File: src/amrs_cfg.svh
// constants for the async memory read strobe sequencer
`ifndef AMRS_CFG_SVH
`define AMRS_CFG_SVH
`define AMRS_CLK_PERIOD_NS 10
`define AMRS_WAIT_UNIT 16
`define AMRS_WAIT_DEADLINE_CYC 4
`define AMRS_CS_WIDTH 4
`define AMRS_BA_WIDTH 2
`define AMRS_ADDR_WIDTH 21
`define AMRS_DATA_WIDTH 16
`define AMRS_CNT_WIDTH 8
`define AMRS_UNIT_WIDTH 4
`endif

File: src/amrs_pkg.sv
// types for the async memory read strobe sequencer
package amrs_pkg;
  typedef enum logic [2:0] {
    AMRS_IDLE = 3'b000,
    AMRS_TURN = 3'b001,
    AMRS_SETUP = 3'b010,
    AMRS_STROBE = 3'b011,
    AMRS_EXTEND = 3'b100,
    AMRS_HOLD = 3'b101
  } amrs_state_e;
endpackage

File: src/amrs_seq.sv
// read timing sequencer for asynchronous memory
`timescale 1ns/1ns
`include "amrs_cfg.svh"
// Function
// - all phase durations are counted in whole system clock cycles
// - without extended wait a read lasts setup plus strobe plus hold cycles
// - with extended wait, read grows sixteen cycles per wait unit
// - select-strobe off: chip select leads output enable by setup count
// - select-strobe off: chip select trails output enable by hold count
// - select-strobe on: chip select falls and rises with output enable
// - addresses valid for the setup count before output enable falls
// - addresses held for the hold count after output enable rises
// - without extended wait output enable is low for the strobe count
// - with extended wait output enable low stretches by sixteen per unit
// - wait deadline is measured to the unextended hold start
// - all counts but the sixteen-cycle wait unit and the wait deadline come from software-programmable configuration inputs
// - stop waiting after the programmed maximum wait units, flag timeout
module amrs_seq
  import amrs_pkg::*;
#(
  parameter int CNT_W = `AMRS_CNT_WIDTH
) (
  // clock and reset
  input wire logic ref_clk,
  input wire logic rst_n,
  // configuration
  input wire logic extended_wait_enable,
  input wire logic select_strobe_mode,
  input wire logic [CNT_W-1:0] turnaround_cycles,
  input wire logic [CNT_W-1:0] read_setup_cycles,
  input wire logic [CNT_W-1:0] read_strobe_cycles,
  input wire logic [CNT_W-1:0] read_hold_cycles,
  input wire logic [CNT_W-1:0] max_wait_timeout,
  // request
  input wire logic req_valid,
  input wire logic [`AMRS_BA_WIDTH-1:0] req_bank,
  input wire logic [`AMRS_ADDR_WIDTH-1:0] req_addr,
  input wire logic [`AMRS_CS_WIDTH-1:0] req_cs_sel,
  // status
  output logic req_ready,
  output logic read_done,
  output logic wait_timeout,
  output logic [`AMRS_DATA_WIDTH-1:0] read_data,
  // memory pins
  input wire logic memory_wait_input,
  input wire logic [`AMRS_DATA_WIDTH-1:0] memory_data_bus,
  output logic [`AMRS_CS_WIDTH-1:0] chip_select_n,
  output logic output_enable_n,
  output logic write_strobe_n,
  output logic [`AMRS_BA_WIDTH-1:0] bank_address,
  output logic [`AMRS_ADDR_WIDTH-1:0] word_address
);
  if (CNT_W < 2 || CNT_W > 16) begin : g_cnt_w_check
    $error("amrs_seq: CNT_W out of range");
  end

  // ----------------------------------------------------------------
  // state
  // ----------------------------------------------------------------
  typedef struct packed {
    amrs_state_e st;
    logic [CNT_W-1:0] cnt;
    logic [`AMRS_UNIT_WIDTH-1:0] unit;
    logic [CNT_W-1:0] extended_wait_count;
    logic ew;
    logic ss;
    logic [`AMRS_CS_WIDTH-1:0] sel;
    logic [`AMRS_CS_WIDTH-1:0] cs_n;
    logic oe_n;
    logic [`AMRS_BA_WIDTH-1:0] ba;
    logic [`AMRS_ADDR_WIDTH-1:0] addr;
    logic ready;
    logic done;
    logic grab;
    logic tmo;
    logic [`AMRS_DATA_WIDTH-1:0] data;
  } amrs_regs_s;

  amrs_regs_s s_q, s_d;
  logic wait_s;
  logic [`AMRS_DATA_WIDTH-1:0] data_s1_q;

  // wait pin passes two flops; data pin sampled in a stage too
  amrs_sync u_wait_sync (
    .ref_clk(ref_clk),
    .rst_n(rst_n),
    .async_in(memory_wait_input),
    .sync_out(wait_s)
  );

  // data is stable around the strobe end; one stage keeps it off logic
  always_ff @(posedge ref_clk or negedge rst_n) begin
    if (!rst_n) begin
      data_s1_q <= '0;
    end else begin
      data_s1_q <= memory_data_bus;
    end
  end

  // ----------------------------------------------------------------
  // next state
  // ----------------------------------------------------------------
  localparam logic [CNT_W-1:0] ONE = CNT_W'(1);
  localparam logic [`AMRS_UNIT_WIDTH-1:0] UNIT_LAST =
    `AMRS_UNIT_WIDTH'(`AMRS_WAIT_UNIT - 1);

  function automatic logic [CNT_W-1:0] lim(input logic [CNT_W-1:0] v);
    lim = (v == '0) ? ONE : v;
  endfunction

  always_comb begin
    s_d = s_q;
    s_d.done = 1'b0;
    s_d.grab = 1'b0;
    // one edge after strobe end the stage holds the last driven word,
    // so a one-cycle strobe still returns fresh data
    if (s_q.grab) begin
      s_d.data = data_s1_q;
    end
    unique case (s_q.st)
      AMRS_IDLE: begin
        s_d.ready = 1'b1;
        if (req_valid && s_q.ready) begin
          s_d.ready = 1'b0;
          s_d.ew = extended_wait_enable;
          s_d.ss = select_strobe_mode;
          s_d.sel = req_cs_sel;
          s_d.ba = req_bank;
          s_d.addr = req_addr;
          s_d.cnt = lim(read_setup_cycles);
          s_d.extended_wait_count = '0;
          s_d.tmo = 1'b0;
          s_d.st = AMRS_SETUP;
          if (!select_strobe_mode) begin
            s_d.cs_n = ~req_cs_sel;
          end
        end
      end
      AMRS_SETUP: begin
        s_d.cnt = s_q.cnt - ONE;
        if (s_q.cnt == ONE) begin
          s_d.oe_n = 1'b0;
          if (s_q.ss) begin
            s_d.cs_n = ~s_q.sel;
          end
          s_d.cnt = lim(read_strobe_cycles);
          s_d.st = AMRS_STROBE;
        end
      end
      AMRS_STROBE: begin
        s_d.cnt = s_q.cnt - ONE;
        // wait seen by deadline before unextended hold start
        // after a timeout the strobe runs out, no new wait is honoured
        if (s_q.ew && !s_q.tmo && wait_s
            && s_q.cnt <= CNT_W'(`AMRS_WAIT_DEADLINE_CYC)
            && s_q.cnt != ONE) begin
          s_d.unit = '0;
          s_d.st = AMRS_EXTEND;
        end else if (s_q.cnt == ONE) begin
          s_d.oe_n = 1'b1;
          s_d.grab = 1'b1;
          if (s_q.ss) begin
            s_d.cs_n = '1;
          end
          s_d.cnt = lim(read_hold_cycles);
          s_d.st = AMRS_HOLD;
        end
      end
      AMRS_EXTEND: begin
        // extension in units of sixteen, remaining strobe count frozen
        s_d.unit = s_q.unit + `AMRS_UNIT_WIDTH'(1);
        if (s_q.unit == UNIT_LAST) begin
          s_d.extended_wait_count = s_q.extended_wait_count + ONE;
          if (s_q.extended_wait_count + ONE >= max_wait_timeout) begin
            s_d.tmo = 1'b1;
            s_d.st = AMRS_STROBE;
          end else if (!wait_s) begin
            s_d.st = AMRS_STROBE;
          end
        end
      end
      AMRS_HOLD: begin
        s_d.cnt = s_q.cnt - ONE;
        if (s_q.cnt == ONE) begin
          s_d.cs_n = '1;
          s_d.done = 1'b1;
          s_d.cnt = turnaround_cycles;
          s_d.st = (turnaround_cycles == '0) ? AMRS_IDLE : AMRS_TURN;
        end
      end
      AMRS_TURN: begin
        s_d.cnt = s_q.cnt - ONE;
        if (s_q.cnt == ONE) begin
          s_d.st = AMRS_IDLE;
        end
      end
      default: begin
        s_d.st = AMRS_IDLE;
      end
    endcase
  end

  always_ff @(posedge ref_clk or negedge rst_n) begin
    if (!rst_n) begin
      s_q <= '{st: AMRS_IDLE, cs_n: '1, oe_n: 1'b1, default: '0};
    end else begin
      s_q <= s_d;
    end
  end

  // ----------------------------------------------------------------
  // outputs
  // ----------------------------------------------------------------
  assign req_ready = s_q.ready;
  assign read_done = s_q.done;
  assign wait_timeout = s_q.tmo;
  assign read_data = s_q.data;
  assign chip_select_n = s_q.cs_n;
  assign output_enable_n = s_q.oe_n;
  assign write_strobe_n = 1'b1;
  assign bank_address = s_q.ba;
  assign word_address = s_q.addr;

  // ----------------------------------------------------------------
  // checks
  // ----------------------------------------------------------------
  a_oe_falls_cs: assert property (
    @(posedge ref_clk) disable iff (!rst_n)
    $fell(output_enable_n) && s_q.ss |-> $fell(&chip_select_n))
    else $error("cs not with oe fall");
  a_oe_rises_cs: assert property (
    @(posedge ref_clk) disable iff (!rst_n)
    $rose(output_enable_n) && s_q.ss |-> &chip_select_n)
    else $error("cs not with oe rise");
  a_cs_before_oe: assert property (
    @(posedge ref_clk) disable iff (!rst_n)
    $fell(output_enable_n) && !s_q.ss |-> !$past(&chip_select_n))
    else $error("cs not before oe");
  a_addr_stable_hold: assert property (
    @(posedge ref_clk) disable iff (!rst_n)
    s_q.st == AMRS_HOLD && $past(s_q.st) == AMRS_HOLD |->
    $stable(word_address) && $stable(bank_address))
    else $error("address moved in hold");
  a_addr_stable_oe: assert property (
    @(posedge ref_clk) disable iff (!rst_n)
    !output_enable_n |-> $stable(word_address))
    else $error("address moved in strobe");
  a_cs_in_hold: assert property (
    @(posedge ref_clk) disable iff (!rst_n)
    s_q.st == AMRS_HOLD && !s_q.ss |-> !(&chip_select_n))
    else $error("cs dropped in hold");
  a_strobe_one: assert property (
    @(posedge ref_clk) disable iff (!rst_n)
    $fell(output_enable_n) && !s_q.ew && read_strobe_cycles == ONE
    |=> output_enable_n)
    else $error("strobe width wrong");
  a_ext_unit: assert property (
    @(posedge ref_clk) disable iff (!rst_n)
    s_q.st == AMRS_EXTEND && $past(s_q.st) != AMRS_EXTEND
    |-> !output_enable_n [*8])
    else $error("extension too short");
  a_turn_idle: assert property (
    @(posedge ref_clk) disable iff (!rst_n)
    s_q.st == AMRS_TURN |-> &chip_select_n && output_enable_n)
    else $error("busy in turnaround");
endmodule // amrs_seq

File: src/amrs_sync.sv
// two flip-flop synchroniser for the wait pin
`timescale 1ns/1ns
module amrs_sync (
  // clock and reset
  input wire logic ref_clk,
  input wire logic rst_n,
  // data
  input wire logic async_in,
  output logic sync_out
);
  logic meta_q;
  always_ff @(posedge ref_clk or negedge rst_n) begin
    if (!rst_n) begin
      meta_q <= 1'b0;
      sync_out <= 1'b0;
    end else begin
      meta_q <= async_in;
      sync_out <= meta_q;
    end
  end
endmodule // amrs_sync

File: config.mk
export PLATFORM = sky130hd
export DESIGN_NAME = amrs_seq
export DESIGN_NICKNAME = d
export VERILOG_FILES = /design/src/amrs_pkg.sv /design/src/amrs_seq.sv /design/src/amrs_sync.sv
export VERILOG_INCLUDE_DIRS = /design/src
export SDC_FILE = /design/constraint.sdc
export NUM_CORES = 1
export LEC_CHECK = 0
export BUFFER_PORTS_ARGS = -buffer_cell sky130_fd_sc_hd__buf_2
export CAP_MARGIN = 30
export CORE_ASPECT_RATIO = 0.8
export CORE_MARGIN = 2
export CORE_UTILIZATION = 57
export DETAILED_ROUTE_END_ITERATION = 16
export GPL_ROUTABILITY_DRIVEN = 1
export GPL_TIMING_DRIVEN = 0
export PLACE_DENSITY = 0.85
export SYNTH_ARGS = -nofsm -noshare
export SYNTH_HDL_FRONTEND = slang
export SYNTH_HIERARCHICAL = 1
export SYNTH_SLANG_ARGS = --single-unit
File: constraint.sdc
create_clock -name ref_clk -period 4.4 [get_ports ref_clk]
set_input_delay 0.88 -clock ref_clk [delete_from_list [all_inputs] [get_ports ref_clk]]
set_output_delay 0.88 -clock ref_clk [all_outputs]
set_load 0.05 [all_outputs]
### Yosys cells after proc, flatten, opt, wreduce, memory -nomap -nowiden

Cells that the tools add are included.
Widths: inputs -> output; s select.

* add/sub/neg operators: 3
* order comparisons: 2
* equality and inequality tests: 22
* multiplexer cells: 39
* bitwise logic cells: 2
* reductions and logical operators: 24

Operators with widths (number)
* $mux 11: 4
* $mux 8: 5
* $pmux 8 s5: 1
* $logic_not 8->1: 4
* $ne 2x2->1 const B: 12
* $mux 4: 5
* $mux 18: 1
* $pmux 3 s6: 1
* $pmux 4 s4: 1
* $pmux 8 s2: 1
* $mux 3: 5
* $mux 5: 3
* $mux 1: 9
* $reduce_and 9->1: 1
* $add 8x1->8 const B: 1
* $eq 8x1->1 const B: 1
* $ge 8x8->1: 1
* $le 8x3->1 const B: 1
* $ne 8x1->1 const B: 1
* $not 4->4: 2
* $pmux 4 s2: 1
* $reduce_and 4->1: 2
* $sub 8x1->8 const B: 1
* $reduce_and 7->1: 1
* 15 further kinds: 27

* register bits: 95
* input bits: 89
* output and inout port bits: 48
* word-level logic and storage cells: 111

### Depth between registers and ports, before layout

* word-level depth: 7
* mapped depth: 10

### Hierarchy

Netlist, hierarchy kept.

Modules (own cells, without submodules)
* amrs_seq: times used 1, cells each 502, area an instance 4878.4 um^2
* amrs_sync: times used 1, cells each 2, area an instance 50.0 um^2

### Worst setup path after synthesis

OpenSTA, ideal clock, no wires.

* path kind: input port to flip-flop
* start point: input port max_wait_timeout[1]
* end point: register s_q[74] (netlist bit)
* setup time: 0.125 ns
* data arrival time: 2.295 ns
* path slack: 1.980 ns
* stages: 7
* buffers on the path: 0
* cell sequence: inv_1 > ha_1 > or4_1 > a21oi_1 > o31ai_1 > o211a_1 > mux2_2

* word-level cells in the longest chain between the ends: 4
* elaborated cells between the ends (all ways): 6
* classes of those cells: order compare: 1; eq/ne: 1; mux: 3; reduce/logical: 1

RTL lines
* from (decl): line amrs_seq.sv:33 `input wire logic [CNT_W-1:0] max_wait_timeout,`
* $ge 8x8->1 *: line amrs_seq.sv:174 `if (s_q.extended_wait_count + ONE >= max_wait_timeout) begin`
* $mux 3: line amrs_seq.sv:174
* $mux 3: line amrs_seq.sv:172 `if (s_q.unit == UNIT_LAST) begin`
* $pmux 3 s6: line amrs_seq.sv:120 `unique case (s_q.st)`
* to (signal assigned): line amrs_seq.sv:205 `s_q <= '{st: AMRS_IDLE, cs_n: '1, oe_n: 1'b1, default: '0};`
* to (signal assigned): line amrs_seq.sv:207 `s_q <= s_d;`
* to (decl): line amrs_seq.sv:79 `amrs_regs_s s_q, s_d;`

Mark *: on every way between the ends. The rest lies on a longest branch, timed or not. The select of a mux whose other input is x is not followed.
A chain may end at the register's enable or synchronous reset.

### Worst setup path after layout

* start point: register s_q[54] (netlist bit)
* end point: register s_q[75] (netlist bit)

* word-level cells in the longest chain between the ends: 5
* elaborated cells between the ends (all ways): 7
* classes of those cells: add/sub: 1; order compare: 1; eq/ne: 1; mux: 3; reduce/logical: 1

RTL lines (line)
* $add 8x1->8 *: amrs_seq.sv:174
* $ge 8x8->1 *: amrs_seq.sv:174
* $mux 3: amrs_seq.sv:174
* $mux 3: amrs_seq.sv:172
* $pmux 3 s6: amrs_seq.sv:120

Marked as above.

==> reports/results.tsv <==
stage	metric	value	unit
status	status	complete, no violations	
synth	postSynthCellCount	504	
die	coreArea	0.00845	mm2
sta	holdWs	375	ps
grt	antenna_found_initial	0	
worst_setup_path	start_kind	flop	
worst_setup_path	slowest_delay	450	ps
routing	antenna_left	0	
grt	grt_util_met3	0.0868	
sta	hold_viol_final	0	
clock_network	insertion_delay	380	ps
sta	worst_pin_slew	705	ps
layout	layout_commonest_cell	buf_2	
worst_setup_path	worst-endpoint-arrival	3040	ps
placement	dp_hpwl	9090	um
layout	area_delta_synth_final	22.2	%
pwr	seq_power_share	0.332	
clock_network	cts_resized	0	
grt	top_usage_layer	met2	
sta	maxSlewHeadroom	0.518	
layout	fill_cells	680	
sta	fin_crit	2780	ps
placement	port_buffers	135	
synth	yosysSeqAreaShare	0.484	
clock_network	numCtsBuffers	9	
sta	rsz0062_at_grt	false	
placement	gp_congestion	0.946	
worst_hold_path	hold_class	reg -> reg	
grt	grt_pass1_wl	19800	um
clock_network	cts_root_buf	clkbuf_8	
clock_network	cts_max_level	3	
sta	finalClockSkew	13.6	ps
die	initial_core_util	0.584	
layout	final_nets	753	
sta	min_period_over_period	0.632	
clock_network	post_cts_buffers	0	
clock_network	cts.clk_slew.worst_paths	100	ps
sta	clock.fmax	0.359	GHz
synth	synth_area	0.00493	mm2
die	die_w	108	um
worst_setup_path	critPathBufInv	0	
synth	syn_area_per_cell	9.78	um2
worst_setup_path	critPathSlowestCell	o31ai_1	
placement	dp.cells	752	
clock_network	hold_buffers	0	
pwr	swShare	0.430	
worst_setup_path	worst-endpoint-required	4660	ps
worst_setup_path	crit_path_frequent_cell	and3_1	
worst_setup_path	critPathKind	reg -> reg	
die	die_area	0.00941	mm2
pwr	switching_power	0.00161	W
grt	grt_usage	0.273	
die	dieHeight	87.2	um
grt	met2_usage	0.443	
layout	final_cell_count_no_fill	768	
die	rows	30	
routing	post-route-drc-count	0	
routing	firstDrtPassIters	6	
worst_setup_path	cp_top_family	simple AND/OR/NAND/NOR gates	
layout	layout-drive-gt1-share	0.363	
clock_network	ctsLongestPathBuffers	2	
grt	grt_max_degree	68	
routing	finalWirelength	12100	um
grt	grt.overflow.total	0	
worst_setup_path	crit_chain	and3_1 -> and3_1 -> and3_1 -> xor2_1 -> ha_1 -> nand3_1 -> o31ai_1 -> o211a_1 -> mux2_2	
synth	yosys_warnings	6	
sta	slew_viol_final	0	
pwr	p_leak	3.20	nW
sta	setup_viol	0	
pwr	p_int	0.00213	W
synth	ys_types	55	
sta	fin_tns_setup	0	ps
grt	use_met1	0.356	
routing	drt_iter0_markers	341	
routing	vias	4223	
job	maxCapViolations	0	
synth	synth-seq-cells	95	
pwr	clockPowerShare	0.189	
routing	vias_per_cell	5.50	
clock_network	cts_tree	yes	
synth	synth-edff-count	0	
synth	synthFlopType	dfrtp_1	
grt	grt_pass1_vias	4123	
die	ios	137	
routing	wl_per_cell	15.8	um
pwr	ir_drop	0.496	mV
pwr	p_comb_frac	0.479	
synth	synthesis.nets	606	
pwr	p_total	0.00374	W
synth	async_flop_share	1.00	
layout	final_cell_mix	buf_2 (143), nand2_1 (107), dfrtp_1 (90)	
worst_setup_path	crit_path_end_kind	flop	
clock_network	clock_sinks	95	
layout	antenna_cells	0	
worst_setup_path	worstPathMaxFanout	6	
pwr	p_per_area	620	mW/mm2
[layout make-up]
type	count	area [um2]	area share
clock buffer	9	124	0.0206
inverter	15	56.3	0.00935
clock inverter	7	125	0.0208
sequential	95	2380	0.396
tap	112	140	0.0233
multi-input combinational	328	2060	0.343
timing repair buffer	136	706	0.117
buffer	66	424	0.0704
[per-layer routing]
metal,vias up,wire (um)
met3,24,1080
met1,1992,5170
met5,-,0
met2,204,5720
met4,0,158
li1,2003,-
[synth_stat cells (3+ instances only)]
cell type / number / area share
nor2b_1: 4 / 0.0051
xor2_1: 6 / 0.011
inv_1: 15 / 0.011
nor2_1: 27 / 0.021
mux2_2: 18 / 0.041
o221ai_1: 6 / 0.011
and3_1: 3 / 0.0038
dfrtp_1: 90 / 0.46
a21oi_1: 15 / 0.015
o21ai_0: 20 / 0.020
o31ai_1: 3 / 0.0046
o21a_1: 3 / 0.0046
a22oi_1: 5 / 0.0076
nor4_1: 6 / 0.0076
mux2i_1: 5 / 0.010
o22ai_1: 5 / 0.0063
a22o_1: 16 / 0.028
ha_1: 13 / 0.033
buf_2: 9 / 0.0091
clkbuf_1: 11 / 0.0084
nand3_1: 7 / 0.0071
a2bb2oi_1: 6 / 0.011
dfstp_2: 5 / 0.027
buf_4: 44 / 0.067
nor3_1: 6 / 0.0061
nand2b_1: 5 / 0.0063
xnor2_1: 5 / 0.0089
nand2_1: 107 / 0.081
[kinds of logic after synthesis]
logic type	share of synthesized area
compound gates	0.146
buf+inv	0.0975
other cells	0.000761
fa+ha+maj	0.0330
xor+xnor	0.0195
mux	0.0513
flops	0.484
simple gates	0.168
[final timing paths]
kind | startpoint | to | slack [ps] | depth (start not counted)
max | s_q[54]$_DFFE_PN0P_ | s_q[75]$_DFFE_PN0P_ | 1620 | 9
min | u_wait_sync/meta_q$_DFF_PN0_ | u_wait_sync/sync_out$_DFF_PN0_ | 380 | 0
max reg2reg | s_q[54]$_DFFE_PN0P_ | s_q[75]$_DFFE_PN0P_ | 1620 | 9
min reg2reg | u_wait_sync/meta_q$_DFF_PN0_ | u_wait_sync/sync_out$_DFF_PN0_ | 380 | 0
max in group asynchronous | rst_n | chip_select_n[2]$_DFFE_PN1P_ | 3270 | 2
min in group asynchronous | rst_n | s_q[57]$_DFFE_PN0P_ | 420 | 1
[sequential cells by signal, indices dropped and copies added, names as in the netlist]
register              flops
s_q                      30
word_address             21
data_s1_q                16
read_data                16
chip_select_n             4
bank_address              2
output_enable_n           1
read_done                 1
req_ready                 1
u_wait_sync/meta_q        1
u_wait_sync/sync_out      1
wait_timeout              1
[stage by stage]
step | area, um2 | util | setup slack, ps
2_1_floorplan | 4930 | - | 1980
3_3_place_gp | 5740 | 0.680 | 1590
3_5_place_dp | 5770 | 0.684 | 1720
4_1_cts | 6020 | 0.713 | 1660
5_1_grt | 6020 | 0.713 | 1470
6_report | 6020 | 0.713 | 1620
[power groups by stage]
stage | Sequential (W) | Combinational [W] | Clock, W
2_1_floorplan | 0.00123 | 0.00138 | 0
3_3_place_gp | 0.00124 | 0.00173 | 0
3_5_place_dp | 0.00125 | 0.00178 | 0
4_1_cts | 0.00124 | 0.00178 | 0.000723
5_1_grt | 0.00127 | 0.00193 | 0.000764
6_report | 0.00124 | 0.00179 | 0.000706
[worst reg2reg max path, stage by stage (launching register included)]
cell	delay (ps)
dfrtp_1	440
and3_1	220
and3_1	200
and3_1	190
xor2_1	150
ha_1	310
nand3_1	100
o31ai_1	450
o211a_1	260
mux2_2	340
Power figures use the tool's default switching activity.
